==> config.mk <==
export PLATFORM = sky130hd
export DESIGN_NAME = ecc_current_source_control
export DESIGN_NICKNAME = d
export VERILOG_FILES = /design/src/hdl/ecc_current_source_control.v
export VERILOG_INCLUDE_DIRS = /design/src /design/src/hdl
export SDC_FILE = /design/constraint.sdc
export NUM_CORES = 1
export LEC_CHECK = 0
export BUFFER_PORTS_ARGS = -buffer_cell sky130_fd_sc_hd__buf_2
export CAP_MARGIN = 20
export CELL_PAD_IN_SITES_DETAIL_PLACEMENT = 0
export CELL_PAD_IN_SITES_GLOBAL_PLACEMENT = 2
export CORE_UTILIZATION = 25
export CTS_CLUSTER_DIAMETER = 100
export DETAILED_ROUTE_END_ITERATION = 8
export GPL_TIMING_DRIVEN = 0
export PLACE_DENSITY = 0.81
export SLEW_MARGIN = 40
export SYNTH_ARGS = -nofsm -noshare
export SYNTH_HDL_FRONTEND = slang
export SYNTH_SLANG_ARGS = --single-unit
==> constraint.sdc <==
create_clock -name clk -period 1.4 [get_ports clk]
set_input_delay 0.14 -clock clk [delete_from_list [all_inputs] [get_ports clk]]
set_output_delay 0.14 -clock clk [all_outputs]
set_load 0.1 [all_outputs]
==> src/hdl/ecc_current_source_regs.vh <==
// register address, reset value and bit positions of the current source control
`ifndef ECC_CURRENT_SOURCE_REGS_VH
`define ECC_CURRENT_SOURCE_REGS_VH

`define ECC_CURRENT_SOURCE_CONTROL_ADDR 8'hD5
`define ECC_CURRENT_SOURCE_CONTROL_RESET 8'h00

`define ECC_BIT_RESERVED 7
`define ECC_BIT_BURNOUT_ENABLE 6
`define ECC_BIT_AUX_CURRENT_CORRECTION 5
`define ECC_BIT_PRIMARY_CURRENT_CORRECTION 4
`define ECC_BIT_SOURCE_TWO_PIN_SELECT 3
`define ECC_BIT_SOURCE_ONE_PIN_SELECT 2
`define ECC_BIT_SOURCE_TWO_ENABLE 1
`define ECC_BIT_SOURCE_ONE_ENABLE 0

// reserved bit is not stored and reads as zero
`define ECC_WRITABLE_MASK 8'h7F

`endif

==> src/hdl/ecc_current_source_control.v <==
// current source control register and its static analog control lines
`default_nettype none
`include "ecc_current_source_regs.vh"

module ecc_current_source_control (
  input wire clk,
  input wire srst,
  input wire [7:0] regAddr,
  input wire regWrite,
  input wire regRead,
  input wire [7:0] regWriteData,
  output reg [7:0] regReadData,
  output reg burnoutEnable,
  output reg auxCurrentCorrection,
  output reg primaryCurrentCorrection,
  output reg sourceOneEnable,
  output reg sourceTwoEnable,
  output reg sourceOneToFirstPin,
  output reg sourceOneToSecondPin,
  output reg sourceTwoToFirstPin,
  output reg sourceTwoToSecondPin
);

  // stored byte; bit 7 is loaded from the masked write byte, so it stays at its reset zero
  reg [7:0] currentSourceControl;

  // strobes qualified by the address decode
  wire hit;
  wire writeHit;
  wire readHit;

  // write byte with the reserved bit removed
  wire [7:0] next_control;

  // per-line next values, one bit of the write byte each
  wire next_burnout;
  wire next_auxCorrection;
  wire next_primaryCorrection;
  wire next_s2Enable;
  wire next_s1Enable;

  // routing next values; each pair is complementary
  wire next_s1First;
  wire next_s1Second;
  wire next_s2First;
  wire next_s2Second;

  // byte offered on the read port in the next cycle
  wire [7:0] next_readData;

  // reset levels derived from the cleared byte, not typed in twice
  localparam [7:0] RESET_BYTE = `ECC_CURRENT_SOURCE_CONTROL_RESET;

  // analog enables start off with the byte
  localparam [0:0] RST_BURNOUT =
    RESET_BYTE[`ECC_BIT_BURNOUT_ENABLE];
  localparam [0:0] RST_AUX =
    RESET_BYTE[`ECC_BIT_AUX_CURRENT_CORRECTION];
  localparam [0:0] RST_PRIMARY =
    RESET_BYTE[`ECC_BIT_PRIMARY_CURRENT_CORRECTION];
  localparam [0:0] RST_S1_EN =
    RESET_BYTE[`ECC_BIT_SOURCE_ONE_ENABLE];
  localparam [0:0] RST_S2_EN =
    RESET_BYTE[`ECC_BIT_SOURCE_TWO_ENABLE];

  // a cleared select still routes each source to exactly one pin
  localparam [0:0] RST_S1_FIRST =
    ~RESET_BYTE[`ECC_BIT_SOURCE_ONE_PIN_SELECT];
  localparam [0:0] RST_S1_SECOND =
    RESET_BYTE[`ECC_BIT_SOURCE_ONE_PIN_SELECT];
  localparam [0:0] RST_S2_FIRST =
    RESET_BYTE[`ECC_BIT_SOURCE_TWO_PIN_SELECT];
  localparam [0:0] RST_S2_SECOND =
    ~RESET_BYTE[`ECC_BIT_SOURCE_TWO_PIN_SELECT];

  // byte-wide decode only; there is no bit-addressed path into this register
  assign hit = (regAddr == `ECC_CURRENT_SOURCE_CONTROL_ADDR);

  // other addresses fall through untouched, so only hits qualify
  assign writeHit = regWrite & hit;
  assign readHit = regRead & hit;

  // reserved bit dropped so it can never steer anything
  assign next_control = regWriteData & `ECC_WRITABLE_MASK;

  // one bit drives both burnout sources, so they switch together
  assign next_burnout = next_control[`ECC_BIT_BURNOUT_ENABLE];

  // corrections only gate the scaling; the word itself lives elsewhere
  assign next_auxCorrection =
    next_control[`ECC_BIT_AUX_CURRENT_CORRECTION];
  assign next_primaryCorrection =
    next_control[`ECC_BIT_PRIMARY_CURRENT_CORRECTION];

  // one enable bit per excitation source
  assign next_s2Enable = next_control[`ECC_BIT_SOURCE_TWO_ENABLE];
  assign next_s1Enable = next_control[`ECC_BIT_SOURCE_ONE_ENABLE];

  // a set select moves source two onto the first pin
  assign next_s2First = next_control[`ECC_BIT_SOURCE_TWO_PIN_SELECT];
  assign next_s2Second = ~next_s2First;

  // opposite sense: a set select moves source one onto the second pin
  assign next_s1Second = next_control[`ECC_BIT_SOURCE_ONE_PIN_SELECT];
  assign next_s1First = ~next_s1Second;

  // a read and a write in one cycle return the byte before the write
  assign next_readData = readHit ? currentSourceControl : 8'h00;

  // stored byte, loaded whole on every write hit
  always @(posedge clk) begin
    if (srst) begin
      currentSourceControl <= RESET_BYTE;
    end else if (writeHit) begin
      currentSourceControl <= next_control;
    end
  end

  // burnout pair follows its bit and holds between writes
  always @(posedge clk) begin
    if (srst) begin
      burnoutEnable <= RST_BURNOUT;
    end else if (writeHit) begin
      burnoutEnable <= next_burnout;
    end
  end

  // auxiliary correction enable, static between writes
  always @(posedge clk) begin
    if (srst) begin
      auxCurrentCorrection <= RST_AUX;
    end else if (writeHit) begin
      auxCurrentCorrection <= next_auxCorrection;
    end
  end

  // primary correction enable, static between writes
  always @(posedge clk) begin
    if (srst) begin
      primaryCurrentCorrection <= RST_PRIMARY;
    end else if (writeHit) begin
      primaryCurrentCorrection <= next_primaryCorrection;
    end
  end

  // source two on or off
  always @(posedge clk) begin
    if (srst) begin
      sourceTwoEnable <= RST_S2_EN;
    end else if (writeHit) begin
      sourceTwoEnable <= next_s2Enable;
    end
  end

  // source one on or off
  always @(posedge clk) begin
    if (srst) begin
      sourceOneEnable <= RST_S1_EN;
    end else if (writeHit) begin
      sourceOneEnable <= next_s1Enable;
    end
  end

  // no lockout against source one: currents may sum on a pin
  always @(posedge clk) begin
    if (srst) begin
      sourceTwoToFirstPin <= RST_S2_FIRST;
    end else if (writeHit) begin
      sourceTwoToFirstPin <= next_s2First;
    end
  end

  // complement of the line above, so source two sits on one pin
  always @(posedge clk) begin
    if (srst) begin
      sourceTwoToSecondPin <= RST_S2_SECOND;
    end else if (writeHit) begin
      sourceTwoToSecondPin <= next_s2Second;
    end
  end

  // no lockout against source two either
  always @(posedge clk) begin
    if (srst) begin
      sourceOneToSecondPin <= RST_S1_SECOND;
    end else if (writeHit) begin
      sourceOneToSecondPin <= next_s1Second;
    end
  end

  // complement of the line above, so source one sits on one pin
  always @(posedge clk) begin
    if (srst) begin
      sourceOneToFirstPin <= RST_S1_FIRST;
    end else if (writeHit) begin
      sourceOneToFirstPin <= next_s1First;
    end
  end

  // read data registered: valid one cycle after a read request
  always @(posedge clk) begin
    if (srst) begin
      regReadData <= 8'h00;
    end else begin
      regReadData <= next_readData;
    end
  end

endmodule
`default_nettype wire

== Yosys cells after proc, flatten, opt, wreduce, memory -nomap -nowiden ==
Index checks and enable logic that the tools add are counted.
Storage, ports and cells
  register bits after elaboration: 23
  bits of input ports: 20
  word-level logic and storage cells: 18
Cells by class
  eq/ne operators: 1
  bitwise operators: 5
  reductions and logical operators: 1
Operator list (count)
  8-bit == test, second input constant: 1
  1-bit inverter: 3
  1-bit AND: 2
  2-bit OR reduction: 1

== Logic depth before layout (Yosys ltp) ==
Gate-level depths: netlist of run 1.
  word-level depth: 4
  gate-level depth with buffers: 4
  gate-level depth less buffers: 3

== Worst setup path before layout of run 1 ==
OpenSTA, ideal clock, no wires.
  kind: reg2reg
  from: reg, netlist name burnoutEnable
  to: reg burnoutEnable
  data arrival time: 1.256 ns
  data required time: 1.329 ns
  path slack: 0.073 ns
  stages on the path, launching flop included: 3
  buffers on the path: 0
  period minus slack after synthesis: 1.327 ns
  cells stage by stage: dfxtp_1 -> o31ai_1 -> a21oi_1
RTL lines
  end signal: assignment: RTL line ecc_current_source_control.v:124  | burnoutEnable <= next_burnout;
  end: declaration: RTL line ecc_current_source_control.v:13  | output reg burnoutEnable,

==> results.cfg, run 1 <==
[logic_synthesis]
synth.avg_cell_area_um2 = 10.52
ys_seq_area_frac = 0.4990
syn_nets = 81
syn_inst = 61
synthMuxAreaShare = 0
synth_adder_area_share = 0
yosysWarnings = 0
synth_top_area_cell = dfxtp_1
synth_compound_area_frac = 0.1404
mappedNetlistArea_um2 = 641.9
synth_top_family_by_area = simple AND/OR/NAND/NOR gates
yosys.area_share.simple = 0.3099
ys_top_cells_by_area = dfxtp_1 50%, and2_1 6.8%, nand4_1 6.8%
yosysUniqueCellTypes = 21
synth_top_cell_area_share = 0.4990
yosys.area_share.xor_xnor = 0
ys_seq_elements = 16

[grt]
grt_pass1_vias = 510
grtUsageTotal = 0.1198
grt_max_degree = 11
grt_pass1_wl_um = 2359
overflow = 0
grt_antenna_before_repair = 0

[clock_network]
cts_resized = 0
htreeDepth = 1
postCtsSetupRepairBufs = 0
clk_pin_slew_ns = 0.09
cts_tree = built
numCtsBuffers = 3
cts_sinks = 16
ctsHoldBuffers = 0
cts.path.max_buffers = 2
root_buffer = clkbuf_4
clkLatencyLatePin_ns = 0.29

[sta]
rsz0062_at_grt = false
finalMaxSlewViolations = 0
worst_hold_slack_ns = 0.09277
period_share = 0.8685
fin_ws_ns = 0.1841
finalSetupViolations = 0
fin_tns_setup_ns = 0
fmax_mhz = 822.4
hold_violations = 0
fin_crit_ns = 1.216
skew_ns = 0.004708

[place]
dp_hpwl_um = 1159
portBuffers = 33
place_congestion = 0.7320
placed_area_um2 = 842.1
place_ws_ns = 0.1543
placed_cells = 122

[detailed_routing]
avgRoutedWirePerCell_um = 11.76
drt_iter0_drc = 13
vias = 577
vias_per_cell = 4.579
drt-total-wl_um = 1482
drc = 0
detail-route-antenna-nets = 0
drtPass1Iterations = 4

[critical_path]
worstPathRequired_ns = 1.26
worst-setup-path-type = reg2out
slowest_delay_ns = 0.43
crit_chain = buf_2
crit_slowest_cell = buf_2
critPathArrivalTime_ns = 1.08
startpoint_type = register
cp.buffers_inverters = 1
endpoint_kind = primary output
r2r_slack_ns = 0.70
cp_top_family = buffers and inverters
path_max_fanout = 3

[floorplanning]
io_pins = 37
die_h_um = 52.67
die_w_um = 52.67
core-area_um2 = 2318
start_util = 0.2768
num_rows = 17
die_area_um2 = 2774

[power_and_ir_drop]
p_leak_uw = 0.0004044
power.density_nw_per_um2 = 949.5
peakVddDrop_v = 0.0004185

[worst_hold_path]
hold_class = in2reg

[cells_and_area]
diodes = 0
regArea_um2 = 320.3
drive_above_1_share = 0.4388
syn_to_final_growth_pct = 36.84
final_cells = 126
multi_input_area_um2 = 292.8
fin_nets = 119
design_area_um2 = 878.3
fillCellCount = 245

[outcome]
status = finished, final reports clean

[flow_run]
max_cap_violations = 0
## power breakdown
part           total (uW)  internal, uW  switching (uW)
Sequential            455           455           0.184
Combinational        75.9          30.8            45.0
Clock                 303           158             144
## synth_stat cells
| cell type | number |
|---|---|
| dfxtp_1 | 16 |
| and2_1 | 7 |
| nand4_1 | 7 |
| a21oi_1 | 5 |
| o31ai_1 | 5 |
| clkbuf_1 | 2 |
| nand2b_1 | 2 |
| nor2b_1 | 2 |
| o21ai_0 | 2 |
| o31a_1 | 2 |
| and4b_1 | 1 |
| and4bb_2 | 1 |
| buf_2 | 1 |
| buf_4 | 1 |
| clkbuf_2 | 1 |
| conb_1 | 1 |
| inv_1 | 1 |
| nand4b_4 | 1 |
| nand4bb_1 | 1 |
| nor3_1 | 1 |
| nor4b_4 | 1 |
## registers in the layout (all words and copies together), names as in the netlist
name,cells
regReadData,7
currentSourceControl,6
burnoutEnable,1
sourceOneToFirstPin,1
sourceTwoToSecondPin,1
## per-layer routing
metal  up-vias  GRT usage  part of all wire
met3         5    0.02319             0.096
met5         -          0                 0
met2        33     0.1793              0.43
li1        297          -                 -
met1       242     0.1534              0.44
met4         0    0.07895             0.025
## per-stage QoR
| stage | power (uW) | utilization |
|---|---|---|
| final | 834.0 | 0.3788 |
| after global routing | 866.4 | 0.3788 |
| after CTS | 841.9 | 0.3788 |
| after detailed placement | 541.9 | 0.3632 |
| after global placement | 541.5 | 0.3632 |
| after floorplan | 506.6 | - |
## cell families (layout without fill, tap and decap cells)
kind of cell    after synthesis  in the layout
compound gates               14             14
buf+inv                       6             43
flops                        16             16
other cells                   1              1
simple gates                 24             24
## cell usage in the layout (no fill, tap or decap), drive strengths merged
cell     instances
buf             35
dfxtp           16
nand4            7
and2             7
clkbuf           7
o31ai            5
a21oi            5
nand2b           2
nor2b            2
o21ai            2
o31a             2
inv              1
nand4b           1
nand4bb          1
nor3             1
and4b            1
and4bb           1
nor4b            1
conb             1
## cell type report
| class | count | area share |
|---|---|---|
| buffer | 5 | 0.02849 |
| inverter | 1 | 0.004274 |
| clock buffer | 4 | 0.04131 |
| tap | 28 | 0.03989 |
| multi-input combinational | 39 | 0.3333 |
| timing repair buffer | 33 | 0.1880 |
| sequential | 16 | 0.3647 |
## final timing paths
| check | cells past startpoint | end | start |
|---|---|---|---|
| worst max-delay path | 1 | sourceTwoEnable | currentSourceControl[1] |
| worst min-delay path | 3 | currentSourceControl[4] | regWriteData[4] |
| worst max register to register | 1 | sourceOneToFirstPin | sourceOneToFirstPin |
| worst min register to register | 2 | currentSourceControl[4] | currentSourceControl[4] |
(Power assumes the default switching activity.)
==> run 2: changes to the inputs <==
Settings changed: CORE_UTILIZATION 25 to 21, PLACE_DENSITY 0.81 to 0.73.
Clock period 1.4 ns to 1.1 ns, I/O delays scaled along.
==> run 2 against run 1 <==
  * The flow now finishes with violations (DRC)
  * Largest power group unchanged
  * Power is 26% higher
  * Highest routed layer unchanged
  * Final area up 6.3%
  * Sequential power rose by 27%
  * Utilization fell by 4.9 points
  * Register-to-register slack lost 0.32 ns
  * Clock power is 24% higher
  * Largest cell class unchanged
  * Flip-flop and latch count unchanged
==> results.cfg, run 2 (synthesis results as in run 1) <==
[outcome]
status = finished, violations left
violations = DRC

[cells_and_area]
regMostFlops = regReadData
syn_to_final_growth_pct = 45.42
fin_nets = 119
utilization = 0.3299
layout_common_cells = 18 x buf_2, 17 x buf_4, 9 x dfxtp_2
top_regs = regReadData x7, currentSourceControl x6
fillCellCount = 315
multi_input_area_um2 = 292.8
diodes = 0
design_area_um2 = 933.4
largest_reg_flops = 7
drive_above_1_share = 0.5306
final_common_cell = buf_2
regArea_um2 = 331.6

[critical_path]
cp.buffers_inverters = 1
startpoint_type = register
r2r.worst_path.cells = 1
path_max_fanout = 3
crit_chain = buf_4
r2r_end = sourceTwoToSecondPin
slowest_delay_ns = 0.35
r2r_slack_ns = 0.38
cp_top_family = flip-flops
critPathArrivalTime_ns = 0.92
r2r_start = sourceTwoToSecondPin
crit_slowest_cell = dfxtp_2
worst-setup-path-type = reg2out
endpoint_kind = primary output
worstPathRequired_ns = 0.99

[place]
place_congestion = 0.7433
portBuffers = 33
placed_area_um2 = 857.1
dp_hpwl_um = 1180

[clock_network]
cts_sinks = 16
cts_tree = built
cts.path.max_buffers = 2
clk_pin_slew_ns = 0.09
numCtsBuffers = 3
clkLatencyLatePin_ns = 0.28
root_buffer = clkbuf_4
ctsHoldBuffers = 0
cts_resized = 16
postCtsSetupRepairBufs = 0
htreeDepth = 1

[detailed_routing]
avgRoutedWirePerCell_um = 11.40
drtPass1Iterations = 6
drt_iter0_drc = 39
drc = 5
met2_length_um = 645
drt-total-wl_um = 1470
vias = 607
vias_per_cell = 4.705
wl_met3_um = 170
wl_met1_um = 644
dr.max_layer_used = met4
detail-route-antenna-nets = 0

[floorplanning]
die_h_um = 57.29
num_rows = 19
die_w_um = 57.29
die_area_um2 = 3282
start_util = 0.2269
io_pins = 37
core-area_um2 = 2829

[power_and_ir_drop]
peakVddDrop_v = 0.0003270
p_leak_uw = 0.0004087
power.density_nw_per_um2 = 1128

[sta]
rsz0062_at_grt = false
finalSetupViolations = 0
skew_ns = 0.002441
fin_crit_ns = 1.025
fmax_mhz = 975.3
finalMaxSlewViolations = 0
period_share = 0.9321
hold_violations = 0

[grt]
grt_pass1_wl_um = 2366
grt_antenna_before_repair = 0
grt_pass1_vias = 536
grt_max_degree = 11
overflow = 0
grtUsageTotal = 0.09485

[worst_hold_path]
timing.hold.worst_path_depth = 3
min_to = currentSourceControl[0]
worstHoldStart = regWriteData[0]
hold_class = in2reg

[flow_run]
max_cap_violations = 0
run 2: cell types whose count changed in the layout (fill, tap and decap cells not counted):
cell     before  now
dfxtp_2       0    9
dfxtp_1      16    7
buf_2        34   18
buf_4         1   17
run 2: cell type report:
cell class | count | share of cell area
Buffer | 5 | 0.02681
Clock buffer | 4 | 0.03887
Inverter | 1 | 0.004021
Multi-Input combinational cell | 39 | 0.3137
Sequential cell | 16 | 0.3552
Tap cell | 31 | 0.04155
Timing Repair Buffer | 33 | 0.2198
run 2: through the flow:
stage | hold WS (ns) | TNS (ns) | total power (uW) | instances | worst slack (ns)
6_report | 0.06728 | 0 | 1053 | 129 | 0.07470
2_1_floorplan | 0.2526 | 0 | 644.6 | 61 | 0.08102
4_1_cts | 0.06261 | 0 | 1070 | 129 | 0.06057
3_5_place_dp | 0.3705 | -0.5281 | 689.4 | 125 | -0.06972
5_1_grt | 0.07157 | 0 | 1102 | 129 | 0.03737
3_3_place_gp | 0.3654 | -0.4517 | 688.6 | 125 | -0.05120
run 2: worst max path at each step:
stage | startpoint | to | cells after the start
floorplan | regReadData[0] | regReadData[0] | 0
global placement | regAddr[5] | currentSourceControl[2] | 5
detailed placement | regAddr[5] | currentSourceControl[3] | 5
CTS | currentSourceControl[5] | auxCurrentCorrection | 1
global route | currentSourceControl[5] | auxCurrentCorrection | 1
finish | currentSourceControl[5] | auxCurrentCorrection | 1
run 2: report_power, final:
| part | internal, uW | switching, uW | total [uW] |
|---|---|---|---|
| sequential | 579 | 0.266 | 579 |
| combinational | 39.5 | 57.9 | 97.3 |
| clock | 201 | 175 | 376 |
run 2: layer usage:
layer / global-route usage / up-vias
met2: 0.1445 / 41
met3: 0.02948 / 2
met1: 0.1278 / 267
met4: 0.03136 / 0
li1: - / 297
met5: 0 / -
